`src/tpl_pkg.sv`:
```
// Purpose: constants for the probe edge latch unit
// Assumes: AXI4-Lite with 32-bit data, 50 MHz clock
// Notes: register numbers are word indices; byte address is index*4
package tpl_pkg;
	// register word indices; the bus sees four times these
	localparam logic [15:0] TPL_IDX_FUNC = 16'h60b8;
	localparam logic [15:0] TPL_IDX_STAT = 16'h60b9;
	localparam logic [15:0] TPL_IDX_RPOS = 16'h60ba;
	localparam logic [15:0] TPL_IDX_FPOS = 16'h60bb;
	localparam logic [15:0] TPL_IDX_RTS = 16'h60d1;
	localparam logic [15:0] TPL_IDX_FTS = 16'h60d2;
	// extra registers for the interrupt logic
	localparam logic [15:0] TPL_IDX_IRQ_STAT = 16'h6100;
	localparam logic [15:0] TPL_IDX_IRQ_MASK = 16'h6101;
	localparam int TPL_ADDR_W = 18;
	// function word fields
	localparam int TPL_FN_EN = 0;
	localparam int TPL_FN_CONT = 1;
	localparam int TPL_FN_RISE = 4;
	localparam int TPL_FN_FALL = 5;
	// status word fields
	localparam int TPL_ST_EN = 0;
	localparam int TPL_ST_RSTORED = 1;
	localparam int TPL_ST_FSTORED = 2;
	localparam int TPL_ST_RTOG = 6;
	localparam int TPL_ST_FTOG = 7;
	// interrupt bits: 0 rise captured, 1 fall captured
	localparam int TPL_IRQ_W = 2;
	localparam logic [15:0] TPL_FUNC_RESET = 16'h0000;
	// shortest probe phase that the pin driver must keep
	localparam real TPL_MIN_PHASE_MS = 0.5;
	localparam real TPL_CLK_MHZ = 50.0;
	localparam int TPL_MIN_PHASE_CYC = int'(TPL_MIN_PHASE_MS * 1000.0
		* TPL_CLK_MHZ);
	localparam logic [1:0] TPL_RESP_OKAY = 2'b00;
	localparam logic [1:0] TPL_RESP_SLVERR = 2'b10;
endpackage : tpl_pkg

```
`src/tpl_touch_probe.sv`:
```
// Purpose: probe 1 edge latch with AXI4-Lite register access
// Assumes: probe pin is asynchronous; position and time come on clk_i
// Notes: one read and up to two writes in flight; a read answers one cycle
//   after its address is taken, a write two after its later half
//
// How it works
// - function bits 0,4,5 enable and arm edges
// - enabled probe shows status bit 0
// - armed rising edge sets status bit 1
// - rising edge latches position and time
// - armed falling edge sets status bit 2
// - falling edge latches position and time
// - clearing bit 4 clears status bit 1
// - rise latches hold over disarm/rearm
// - setting bit 4 rearms rising capture
// - clearing bit 0 clears status 0-2
// - disable keeps all four latches
// - continuous mode toggles bit 7 per fall
// - continuous mode toggles bit 6 per rise
`timescale 1ns/1ps
`default_nettype none
module tpl_touch_probe
	import tpl_pkg::*;
(
	input wire logic clk_i,
	input wire logic rst_i,
	input wire logic probe_input_one_i,
	input wire logic [31:0] position_i,
	input wire logic [31:0] timestamp_i,
	input wire logic [31:0] s_axi_awaddr,
	input wire logic s_axi_awvalid,
	output logic s_axi_awready,
	input wire logic [31:0] s_axi_wdata,
	input wire logic [3:0] s_axi_wstrb,
	input wire logic s_axi_wvalid,
	output logic s_axi_wready,
	output logic [1:0] s_axi_bresp,
	output logic s_axi_bvalid,
	input wire logic s_axi_bready,
	input wire logic [31:0] s_axi_araddr,
	input wire logic s_axi_arvalid,
	output logic s_axi_arready,
	output logic [31:0] s_axi_rdata,
	output logic [1:0] s_axi_rresp,
	output logic s_axi_rvalid,
	input wire logic s_axi_rready,
	output logic irq_o
);
	// pin synchroniser and edge history
	logic sync_a;
	logic sync_b;
	logic probe_prev;
	// register state
	logic [15:0] func;
	logic [15:0] status;
	logic [31:0] rise_pos;
	logic [31:0] fall_pos;
	logic [31:0] rise_ts;
	logic [31:0] fall_ts;
	logic [TPL_IRQ_W-1:0] irq_stat;
	logic [TPL_IRQ_W-1:0] irq_mask;
	// bus state: captured write address/data halves
	logic aw_held;
	logic w_held;
	logic [TPL_ADDR_W-1:0] aw_addr;
	logic [31:0] w_data;
	logic [3:0] w_strb;
	logic bvalid;
	logic [1:0] bresp;
	logic rvalid;
	logic [31:0] rdata;
	logic [1:0] rresp;
	// next values
	logic next_sync_a;
	logic next_sync_b;
	logic next_probe_prev;
	logic [15:0] next_func;
	logic [15:0] next_status;
	logic [31:0] next_rise_pos;
	logic [31:0] next_fall_pos;
	logic [31:0] next_rise_ts;
	logic [31:0] next_fall_ts;
	logic [TPL_IRQ_W-1:0] next_irq_stat;
	logic [TPL_IRQ_W-1:0] next_irq_mask;
	logic next_irq;
	logic next_aw_held;
	logic next_w_held;
	logic [TPL_ADDR_W-1:0] next_aw_addr;
	logic [31:0] next_w_data;
	logic [3:0] next_w_strb;
	logic next_bvalid;
	logic [1:0] next_bresp;
	logic next_rvalid;
	logic [31:0] next_rdata;
	logic [1:0] next_rresp;
	// next ready pulses
	logic next_awready;
	logic next_wready;
	logic next_arready;
	// decoded helpers
	logic rise_hit;
	logic fall_hit;
	logic do_write;
	logic [15:0] w_idx;
	logic [15:0] r_idx;
	logic [31:0] wmask;

	// probe edge detection on the second sync stage only
	always_comb begin
		// two-flop synchroniser
		// the first stage may be metastable; only the second is read
		next_sync_a = probe_input_one_i;
		next_sync_b = sync_a;
		next_probe_prev = sync_b;
		// no filter: phases of 0.5 ms are far above sync delay
		// qualify by enable and arm bits
		rise_hit = sync_b & ~probe_prev & func[TPL_FN_EN]
			& func[TPL_FN_RISE];
		fall_hit = ~sync_b & probe_prev & func[TPL_FN_EN]
			& func[TPL_FN_FALL];
	end

	// bus write capture; address and data may arrive in either order
	always_comb begin
		next_aw_held = aw_held;
		next_w_held = w_held;
		next_aw_addr = aw_addr;
		next_w_data = w_data;
		next_w_strb = w_strb;
		next_bvalid = bvalid;
		next_bresp = bresp;
		do_write = 1'b0;
		if (s_axi_awvalid && s_axi_awready) begin
			next_aw_held = 1'b1;
			next_aw_addr = s_axi_awaddr[TPL_ADDR_W-1:0];
		end
		if (s_axi_wvalid && s_axi_wready) begin
			next_w_held = 1'b1;
			next_w_data = s_axi_wdata;
			next_w_strb = s_axi_wstrb;
		end
		// both halves held and no response pending: commit
		if (aw_held && w_held && !bvalid) begin
			do_write = 1'b1;
			next_aw_held = 1'b0;
			next_w_held = 1'b0;
			next_bvalid = 1'b1;
			next_bresp = TPL_RESP_SLVERR;
			if (w_idx == TPL_IDX_FUNC || w_idx == TPL_IDX_IRQ_STAT
				|| w_idx == TPL_IDX_IRQ_MASK) begin
				next_bresp = TPL_RESP_OKAY;
			end
		end
		if (bvalid && s_axi_bready) begin
			next_bvalid = 1'b0;
		end
		// ready pulses for one cycle while a half is free; the gap
		// between pulses keeps a taken half from being taken twice
		next_awready = !next_aw_held && !s_axi_awready;
		next_wready = !next_w_held && !s_axi_wready;
	end

	// byte lanes of the write data
	always_comb begin
		w_idx = aw_addr[TPL_ADDR_W-1:2];
		r_idx = s_axi_araddr[TPL_ADDR_W-1:2];
		for (int i = 0; i < 4; i++) begin
			wmask[i*8 +: 8] = {8{w_strb[i]}};
		end
	end

	// function word, status, latches and interrupts
	always_comb begin
		next_func = func;
		next_status = status;
		next_rise_pos = rise_pos;
		next_fall_pos = fall_pos;
		next_rise_ts = rise_ts;
		next_fall_ts = fall_ts;
		next_irq_stat = irq_stat;
		next_irq_mask = irq_mask;
		// software writes first, so a same-cycle event wins below
		if (do_write && w_idx == TPL_IDX_FUNC) begin
			// master writes enable and arm bits
			next_func = (func & ~wmask[15:0]) | (w_data[15:0] & wmask[15:0]);
		end
		if (do_write && w_idx == TPL_IDX_IRQ_MASK) begin
			next_irq_mask = (irq_mask & ~wmask[TPL_IRQ_W-1:0])
				| (w_data[TPL_IRQ_W-1:0] & wmask[TPL_IRQ_W-1:0]);
		end
		if (do_write && w_idx == TPL_IDX_IRQ_STAT) begin
			// write one to clear
			next_irq_stat = irq_stat & ~(w_data[TPL_IRQ_W-1:0]
				& wmask[TPL_IRQ_W-1:0]);
		end
		// enable indication follows function bit 0
		next_status[TPL_ST_EN] = func[TPL_FN_EN];
		// rearm leaves flag clear until next edge
		if (!func[TPL_FN_RISE]) begin
			next_status[TPL_ST_RSTORED] = 1'b0;
		end
		if (!func[TPL_FN_FALL]) begin
			next_status[TPL_ST_FSTORED] = 1'b0;
		end
		// disable clears status bits 0 to 2
		if (!func[TPL_FN_EN]) begin
			next_status[TPL_ST_RSTORED] = 1'b0;
			next_status[TPL_ST_FSTORED] = 1'b0;
		end
		// limitation: with bit 1 clear every armed edge still captures;
		// only the toggle bits depend on continuous mode
		// latches change only on a qualified edge
		if (rise_hit) begin
			next_status[TPL_ST_RSTORED] = 1'b1;
			next_rise_pos = position_i;
			next_rise_ts = timestamp_i;
			next_irq_stat[0] = 1'b1;
			if (func[TPL_FN_CONT]) begin
				next_status[TPL_ST_RTOG] = ~status[TPL_ST_RTOG];
			end
		end
		if (fall_hit) begin
			next_status[TPL_ST_FSTORED] = 1'b1;
			next_fall_pos = position_i;
			next_fall_ts = timestamp_i;
			next_irq_stat[1] = 1'b1;
			if (func[TPL_FN_CONT]) begin
				next_status[TPL_ST_FTOG] = ~status[TPL_ST_FTOG];
			end
		end
		// irq is taken from the next values, so it rises in the same
		// cycle as the status bit that causes it
		next_irq = |(next_irq_stat & next_irq_mask);
	end

	// read channel: answer one cycle after the address is taken
	always_comb begin
		next_rvalid = rvalid;
		next_rdata = rdata;
		next_rresp = rresp;
		if (s_axi_arvalid && s_axi_arready) begin
			next_rvalid = 1'b1;
			next_rresp = TPL_RESP_OKAY;
			unique case (r_idx)
				TPL_IDX_FUNC: next_rdata = {16'h0000, func};
				TPL_IDX_STAT: next_rdata = {16'h0000, status};
				TPL_IDX_RPOS: next_rdata = rise_pos;
				TPL_IDX_FPOS: next_rdata = fall_pos;
				TPL_IDX_RTS: next_rdata = rise_ts;
				TPL_IDX_FTS: next_rdata = fall_ts;
				TPL_IDX_IRQ_STAT: next_rdata = {30'h0, irq_stat};
				TPL_IDX_IRQ_MASK: next_rdata = {30'h0, irq_mask};
				default: begin
					// unmapped index answers an error
					next_rdata = 32'h0000_0000;
					next_rresp = TPL_RESP_SLVERR;
				end
			endcase
		end else if (rvalid && s_axi_rready) begin
			next_rvalid = 1'b0;
		end
		// arready pulses only while no answer is pending or due,
		// which keeps a single read in flight
		next_arready = !next_rvalid && !s_axi_arready;
	end

	// synchroniser and edge history registers
	// reset to the idle low level of the pin, so that no false rising
	// edge is seen in the first cycles after reset
	always_ff @(posedge clk_i) begin
		if (rst_i) begin
			// all stages at the idle level
			sync_a <= 1'b0;
			sync_b <= 1'b0;
			probe_prev <= 1'b0;
		end else begin
			// shift the pin one stage per clock
			sync_a <= next_sync_a;
			sync_b <= next_sync_b;
			probe_prev <= next_probe_prev;
		end
	end

	// write channel registers: held halves, response and ready pulses
	// the readies come straight from here, so no bus input reaches an
	// output through logic in the same cycle
	always_ff @(posedge clk_i) begin
		if (rst_i) begin
			// nothing held, no response pending, readies low
			aw_held <= 1'b0;
			w_held <= 1'b0;
			aw_addr <= '0;
			w_data <= 32'h0000_0000;
			w_strb <= 4'h0;
			s_axi_bvalid <= 1'b0;
			s_axi_bresp <= TPL_RESP_OKAY;
			s_axi_awready <= 1'b0;
			s_axi_wready <= 1'b0;
		end else begin
			// register the next values of the write side
			aw_held <= next_aw_held;
			w_held <= next_w_held;
			aw_addr <= next_aw_addr;
			w_data <= next_w_data;
			w_strb <= next_w_strb;
			s_axi_bvalid <= next_bvalid;
			s_axi_bresp <= next_bresp;
			s_axi_awready <= next_awready;
			s_axi_wready <= next_wready;
		end
	end

	// function word, status, latches and interrupt registers
	// the latches clear only at reset; disabling never touches them
	always_ff @(posedge clk_i) begin
		if (rst_i) begin
			// probe disabled and disarmed, nothing captured
			func <= TPL_FUNC_RESET;
			status <= 16'h0000;
			rise_pos <= 32'h0000_0000;
			fall_pos <= 32'h0000_0000;
			rise_ts <= 32'h0000_0000;
			fall_ts <= 32'h0000_0000;
			irq_stat <= '0;
			irq_mask <= '0;
			irq_o <= 1'b0;
		end else begin
			// register the next values of the probe state
			func <= next_func;
			status <= next_status;
			rise_pos <= next_rise_pos;
			fall_pos <= next_fall_pos;
			rise_ts <= next_rise_ts;
			fall_ts <= next_fall_ts;
			irq_stat <= next_irq_stat;
			irq_mask <= next_irq_mask;
			irq_o <= next_irq;
		end
	end

	// read channel registers
	// one read in flight: arready stays low while rvalid is pending
	always_ff @(posedge clk_i) begin
		if (rst_i) begin
			// no answer pending, ready low
			s_axi_rvalid <= 1'b0;
			s_axi_rdata <= 32'h0000_0000;
			s_axi_rresp <= TPL_RESP_OKAY;
			s_axi_arready <= 1'b0;
		end else begin
			// register the next values of the read side
			s_axi_rvalid <= next_rvalid;
			s_axi_rdata <= next_rdata;
			s_axi_rresp <= next_rresp;
			s_axi_arready <= next_arready;
		end
	end

	// bus outputs read back by the next-value logic
	assign bvalid = s_axi_bvalid;
	assign bresp = s_axi_bresp;
	assign rvalid = s_axi_rvalid;
	assign rdata = s_axi_rdata;
	assign rresp = s_axi_rresp;

endmodule : tpl_touch_probe
`default_nettype wire

```
`config.mk`:
```
export PLATFORM = sky130hd
export DESIGN_NAME = tpl_touch_probe
export DESIGN_NICKNAME = d
export VERILOG_FILES = /design/src/tpl_pkg.sv /design/src/tpl_touch_probe.sv
export SDC_FILE = /design/constraint.sdc
export NUM_CORES = 1
export LEC_CHECK = 0
export BUFFER_PORTS_ARGS = -buffer_cell sky130_fd_sc_hd__buf_2
export CAP_MARGIN = 20
export CORE_MARGIN = 2
export CORE_UTILIZATION = 58
export CTS_CLUSTER_SIZE = 20
export DETAILED_ROUTE_END_ITERATION = 10
export PLACE_DENSITY = 0.85
export SLEW_MARGIN = 20
export SYNTH_ARGS = -nofsm -noshare
export SYNTH_HDL_FRONTEND = slang
export SYNTH_SLANG_ARGS = --single-unit
```
`constraint.sdc`:
```
create_clock -name clk_i -period 5.5 [get_ports clk_i]
set_input_delay 0 -clock clk_i [delete_from_list [all_inputs] [get_ports clk_i]]
set_output_delay 0 -clock clk_i [all_outputs]
set_load 0.03 [all_outputs]
```
==> results.json <==
{
  "grt_busiest_layer": "met2",
  "drv_cap": 0,
  "ys_seq_area_share_pct": 50.73,
  "rsz0062_at_grt": "false",
  "antenna_found_initial": 0,
  "placed_cell_area_mm2": 0.009976,
  "grt_pass1_vias": 8570,
  "nets": 1515,
  "cts_resized": 0,
  "place_ws_ps": 3121,
  "drive_gt1_share_pct": 17.29,
  "pwr-share-seq_pct": 49.5,
  "die_w_um": 129.6,
  "critPathRequiredTime_ps": 5850,
  "holdCritStartpoint": "rst_i",
  "run_status": "complete, no violations",
  "first_pass_iters": 7,
  "cts_tree": "built",
  "cts.sinks": 232,
  "max_freq_ghz": 0.4347,
  "cp.arrival_ps": 2650,
  "hold_path_class": "in -> reg",
  "hold_viol_final": 0,
  "use_met2_pct": 52.73,
  "tightest_slew_ps": 973.3,
  "core_area_mm2": 0.01531,
  "dpl.hpwl_mm": 15.32,
  "grt_max_degree": 117,
  "port_buffers": 161,
  "synth_area_mm2": 0.009155,
  "path_clk_slew_ps": 60,
  "fin_ws_ps": 3200,
  "setup_violations": 0,
  "ys_types": 52,
  "clkPwrFrac_pct": 44.0,
  "report.final.slew_viol_count": 0,
  "peakVddDrop_mv": 0.2761,
  "swShare_pct": 22.67,
  "final_area_mm2": 0.01175,
  "hold_depth": 2,
  "cts_setup_buffers": 0,
  "ios": 214,
  "htree_levels": 1,
  "syn_to_final_growth_pct": 28.36,
  "grt_pass1_wl_mm": 42.27,
  "yosysWarnings": 0,
  "powerDensity_mw_per_mm2": 293.9,
  "critPathLaunchType": "register",
  "die_y_um": 129.6,
  "reg2regPathDepth": 5,
  "period_minus_slack_ps": 2300,
  "detail-route-antenna-nets": 0,
  "drc": 0,
  "leakagePower_nw": 4.561,
  "finalSetupTns_ps": 0,
  "die_area_mm2": 0.01681,
  "switchingPower_uw": 782.9,
  "crit_path_max_fanout": 8,
  "slew_headroom_pct": 34.51,
  "crit_type": "reg -> reg",
  "use_met1_pct": 42.18,
  "hold_buffers": 103,
  "viasPerCell": 5.762,
  "grt.overflow.total": 0,
  "use_met3_pct": 4.707,
  "fp-row-count": 45,
  "wl_per_cell_um": 17.30,
  "intPower_mw": 2.671,
  "reg2reg_slack_ps": 3200,
  "place_congestion": 0.8093,
  "grt_use_total_pct": 31.44,
  "vias": 9070,
  "netlist_instances": 1127,
  "synth_seq_cells": 232,
  "clock_latency_ps": 510,
  "start_util_pct": 59.78,
  "cts_max_path_buffers": 3,
  "fin_skew_ps": 11.32,
  "cts_buffers": 24,
  "drt-initial-drc-count": 1025,
  "period_share_pct": 41.83,
  "routed_wl_mm": 27.23,
  "cts_root_buf": "clkbuf_16",
  "syn_area_per_cell_um2": 8.123,
  "r2r-start": "aw_addr[13]$_SDFFE_PP0P_",
  "pwr-share-comb_pct": 6.4,
  "end_kind": "register"
}
==> power groups by stage <==
stage | combinational (mW) | sequential, mW | clock, mW
4_1_cts | 0.211 | 1.71 | 1.52
6_report | 0.222 | 1.71 | 1.52
5_1_grt | 0.235 | 1.71 | 1.60
3_3_place_gp | 0.152 | 1.75 | 0
3_5_place_dp | 0.154 | 1.75 | 0
2_1_floorplan | 0.0749 | 1.75 | 0
==> layout by cell type (no fill, tap or decap), drive strengths merged, types with 3 or more instances in the layout <==
cell,synthesis,layout
a2111oi,9,9
or3,3,3
o21ai,34,34
mux2i,29,29
nand4,6,6
nor3,4,4
nand2,383,383
mux4,5,5
diode,0,4
a21oi,182,182
or2,12,12
dfxtp,232,232
nand3,4,4
dlygate4sd3,0,103
nor2,23,23
and2,7,7
and3,30,30
nor4,6,6
nor2b,11,11
a222oi,9,9
a221oi,12,12
a22o,8,8
inv,4,4
clkbuf,64,33
clkinv,0,9
buf,21,171
==> metrics by stage <==
| step | util (%) | hold slack (ps) | cells | power [mW] |
|---|---|---|---|---|
| CTS | 76.67 | 35.41 | 1570 | 3.446 |
| detailed placement | 65.14 | 213.0 | 1425 | 1.901 |
| finish | 76.73 | 50.88 | 1574 | 3.454 |
| global route | 76.67 | 64.29 | 1570 | 3.543 |
| global placement | 65.14 | 217.3 | 1425 | 1.899 |
| floorplan | - | 128.2 | 1128 | 1.825 |
==> cells by family after synthesis <==
group / synth area share, %
xor+xnor: 0.2871
flops: 50.73
compound gates: 16.59
mux: 4.401
buf+inv: 4.059
other cells: 0.04096
simple gates: 23.89
==> state kept, by name, summed over array words and instances, names as in the netlist, 2 cells and up, named ones only <==
signal / cells
aw_addr: 16
fall_pos: 32
fall_ts: 32
irq_mask: 2
irq_stat: 2
rise_pos: 32
rise_ts: 32
s_axi_rdata: 32
status: 5
w_data: 16
w_strb: 2
==> area by class of cell <==
class / instances / area (µm²)
antenna: 4 / 10.01
clock buffer: 33 / 685.7
clock inverter: 9 / 48.80
fill: 1011 / 3563
inverter: 4 / 15.01
multi-input combinational: 807 / 4165
sequential: 232 / 4644
tap: 211 / 264.0
timing repair buffer: 274 / 1918
==> worst max-delay path: stages (launching register included) <==
cell,delay (ps)
dfxtp_1,320
nor4bb_1,720
and3_1,400
nand4_2,360
mux2i_1,270
nor2_1,80
==> synthesized netlist by cell type, drive strengths merged <==
| library cell | n | area (µm²) |
|---|---|---|
| and2 | 7 | 43.80 |
| nand3 | 4 | 20.02 |
| o21ai | 34 | 170.2 |
| nor2b | 11 | 68.82 |
| a22o | 8 | 70.07 |
| or3b | 1 | 11.26 |
| buf | 21 | 115.1 |
| a221oi | 12 | 105.1 |
| or2 | 12 | 75.08 |
| nand4bb | 2 | 22.52 |
| mux2i | 29 | 290.3 |
| o211a | 2 | 20.02 |
| nor3b | 2 | 15.01 |
| nand2b | 2 | 12.51 |
| nor4b | 1 | 8.760 |
| a2111oi | 9 | 78.83 |
| nor3 | 4 | 20.02 |
| nand2 | 383 | 1438 |
| nor4bb | 1 | 10.01 |
| or3 | 3 | 23.77 |
| nor2 | 23 | 86.33 |
| o31ai | 2 | 15.01 |
| a211oi | 2 | 15.01 |
| nand3b | 1 | 7.510 |
| or4b | 1 | 10.01 |
| or4 | 2 | 15.01 |
| a32oi | 2 | 17.52 |
| a21oi | 182 | 910.9 |
| nand4b | 1 | 8.760 |
| nand4 | 6 | 50.04 |
| and3 | 30 | 187.7 |
| mux4 | 5 | 112.6 |
| conb | 1 | 3.750 |
| a222oi | 9 | 90.09 |
| xnor2 | 1 | 8.760 |
| nor4 | 6 | 52.55 |
| dfxtp | 232 | 4644 |
| o41ai | 2 | 17.52 |
| clkbuf | 64 | 241.5 |
| inv | 4 | 15.01 |
| xor2 | 2 | 17.52 |
| a31o | 1 | 8.760 |
==> per-layer routing <==
metal,up-vias,routed length [µm],share of wire (%)
li1,4262,-,-
met1,4214,10860,40
met4,0,772,2.8
met3,76,2534,9.3
met5,-,0,0
met2,518,13060,48
==> how the worst max path moves through the flow <==
stage,startpoint,end,slack [ps],depth (start not counted)
6_report,aw_addr[13]$_SDFFE_PP0P_,register,3200,5
5_1_grt,aw_addr[15]$_SDFFE_PP0P_,register,3090,5
4_1_cts,aw_addr[15]$_SDFFE_PP0P_,register,3310,5
3_5_place_dp,s_axi_araddr[10],s_axi_rdata[12]$_SDFFE_PP0P_,3120,7
3_3_place_gp,s_axi_araddr[10],s_axi_rdata[12]$_SDFFE_PP0P_,3150,7
2_1_floorplan,aw_addr[9]$_SDFFE_PP0P_,irq_o$_SDFF_PP0_,3620,5
(Power assumes the default switching activity.)
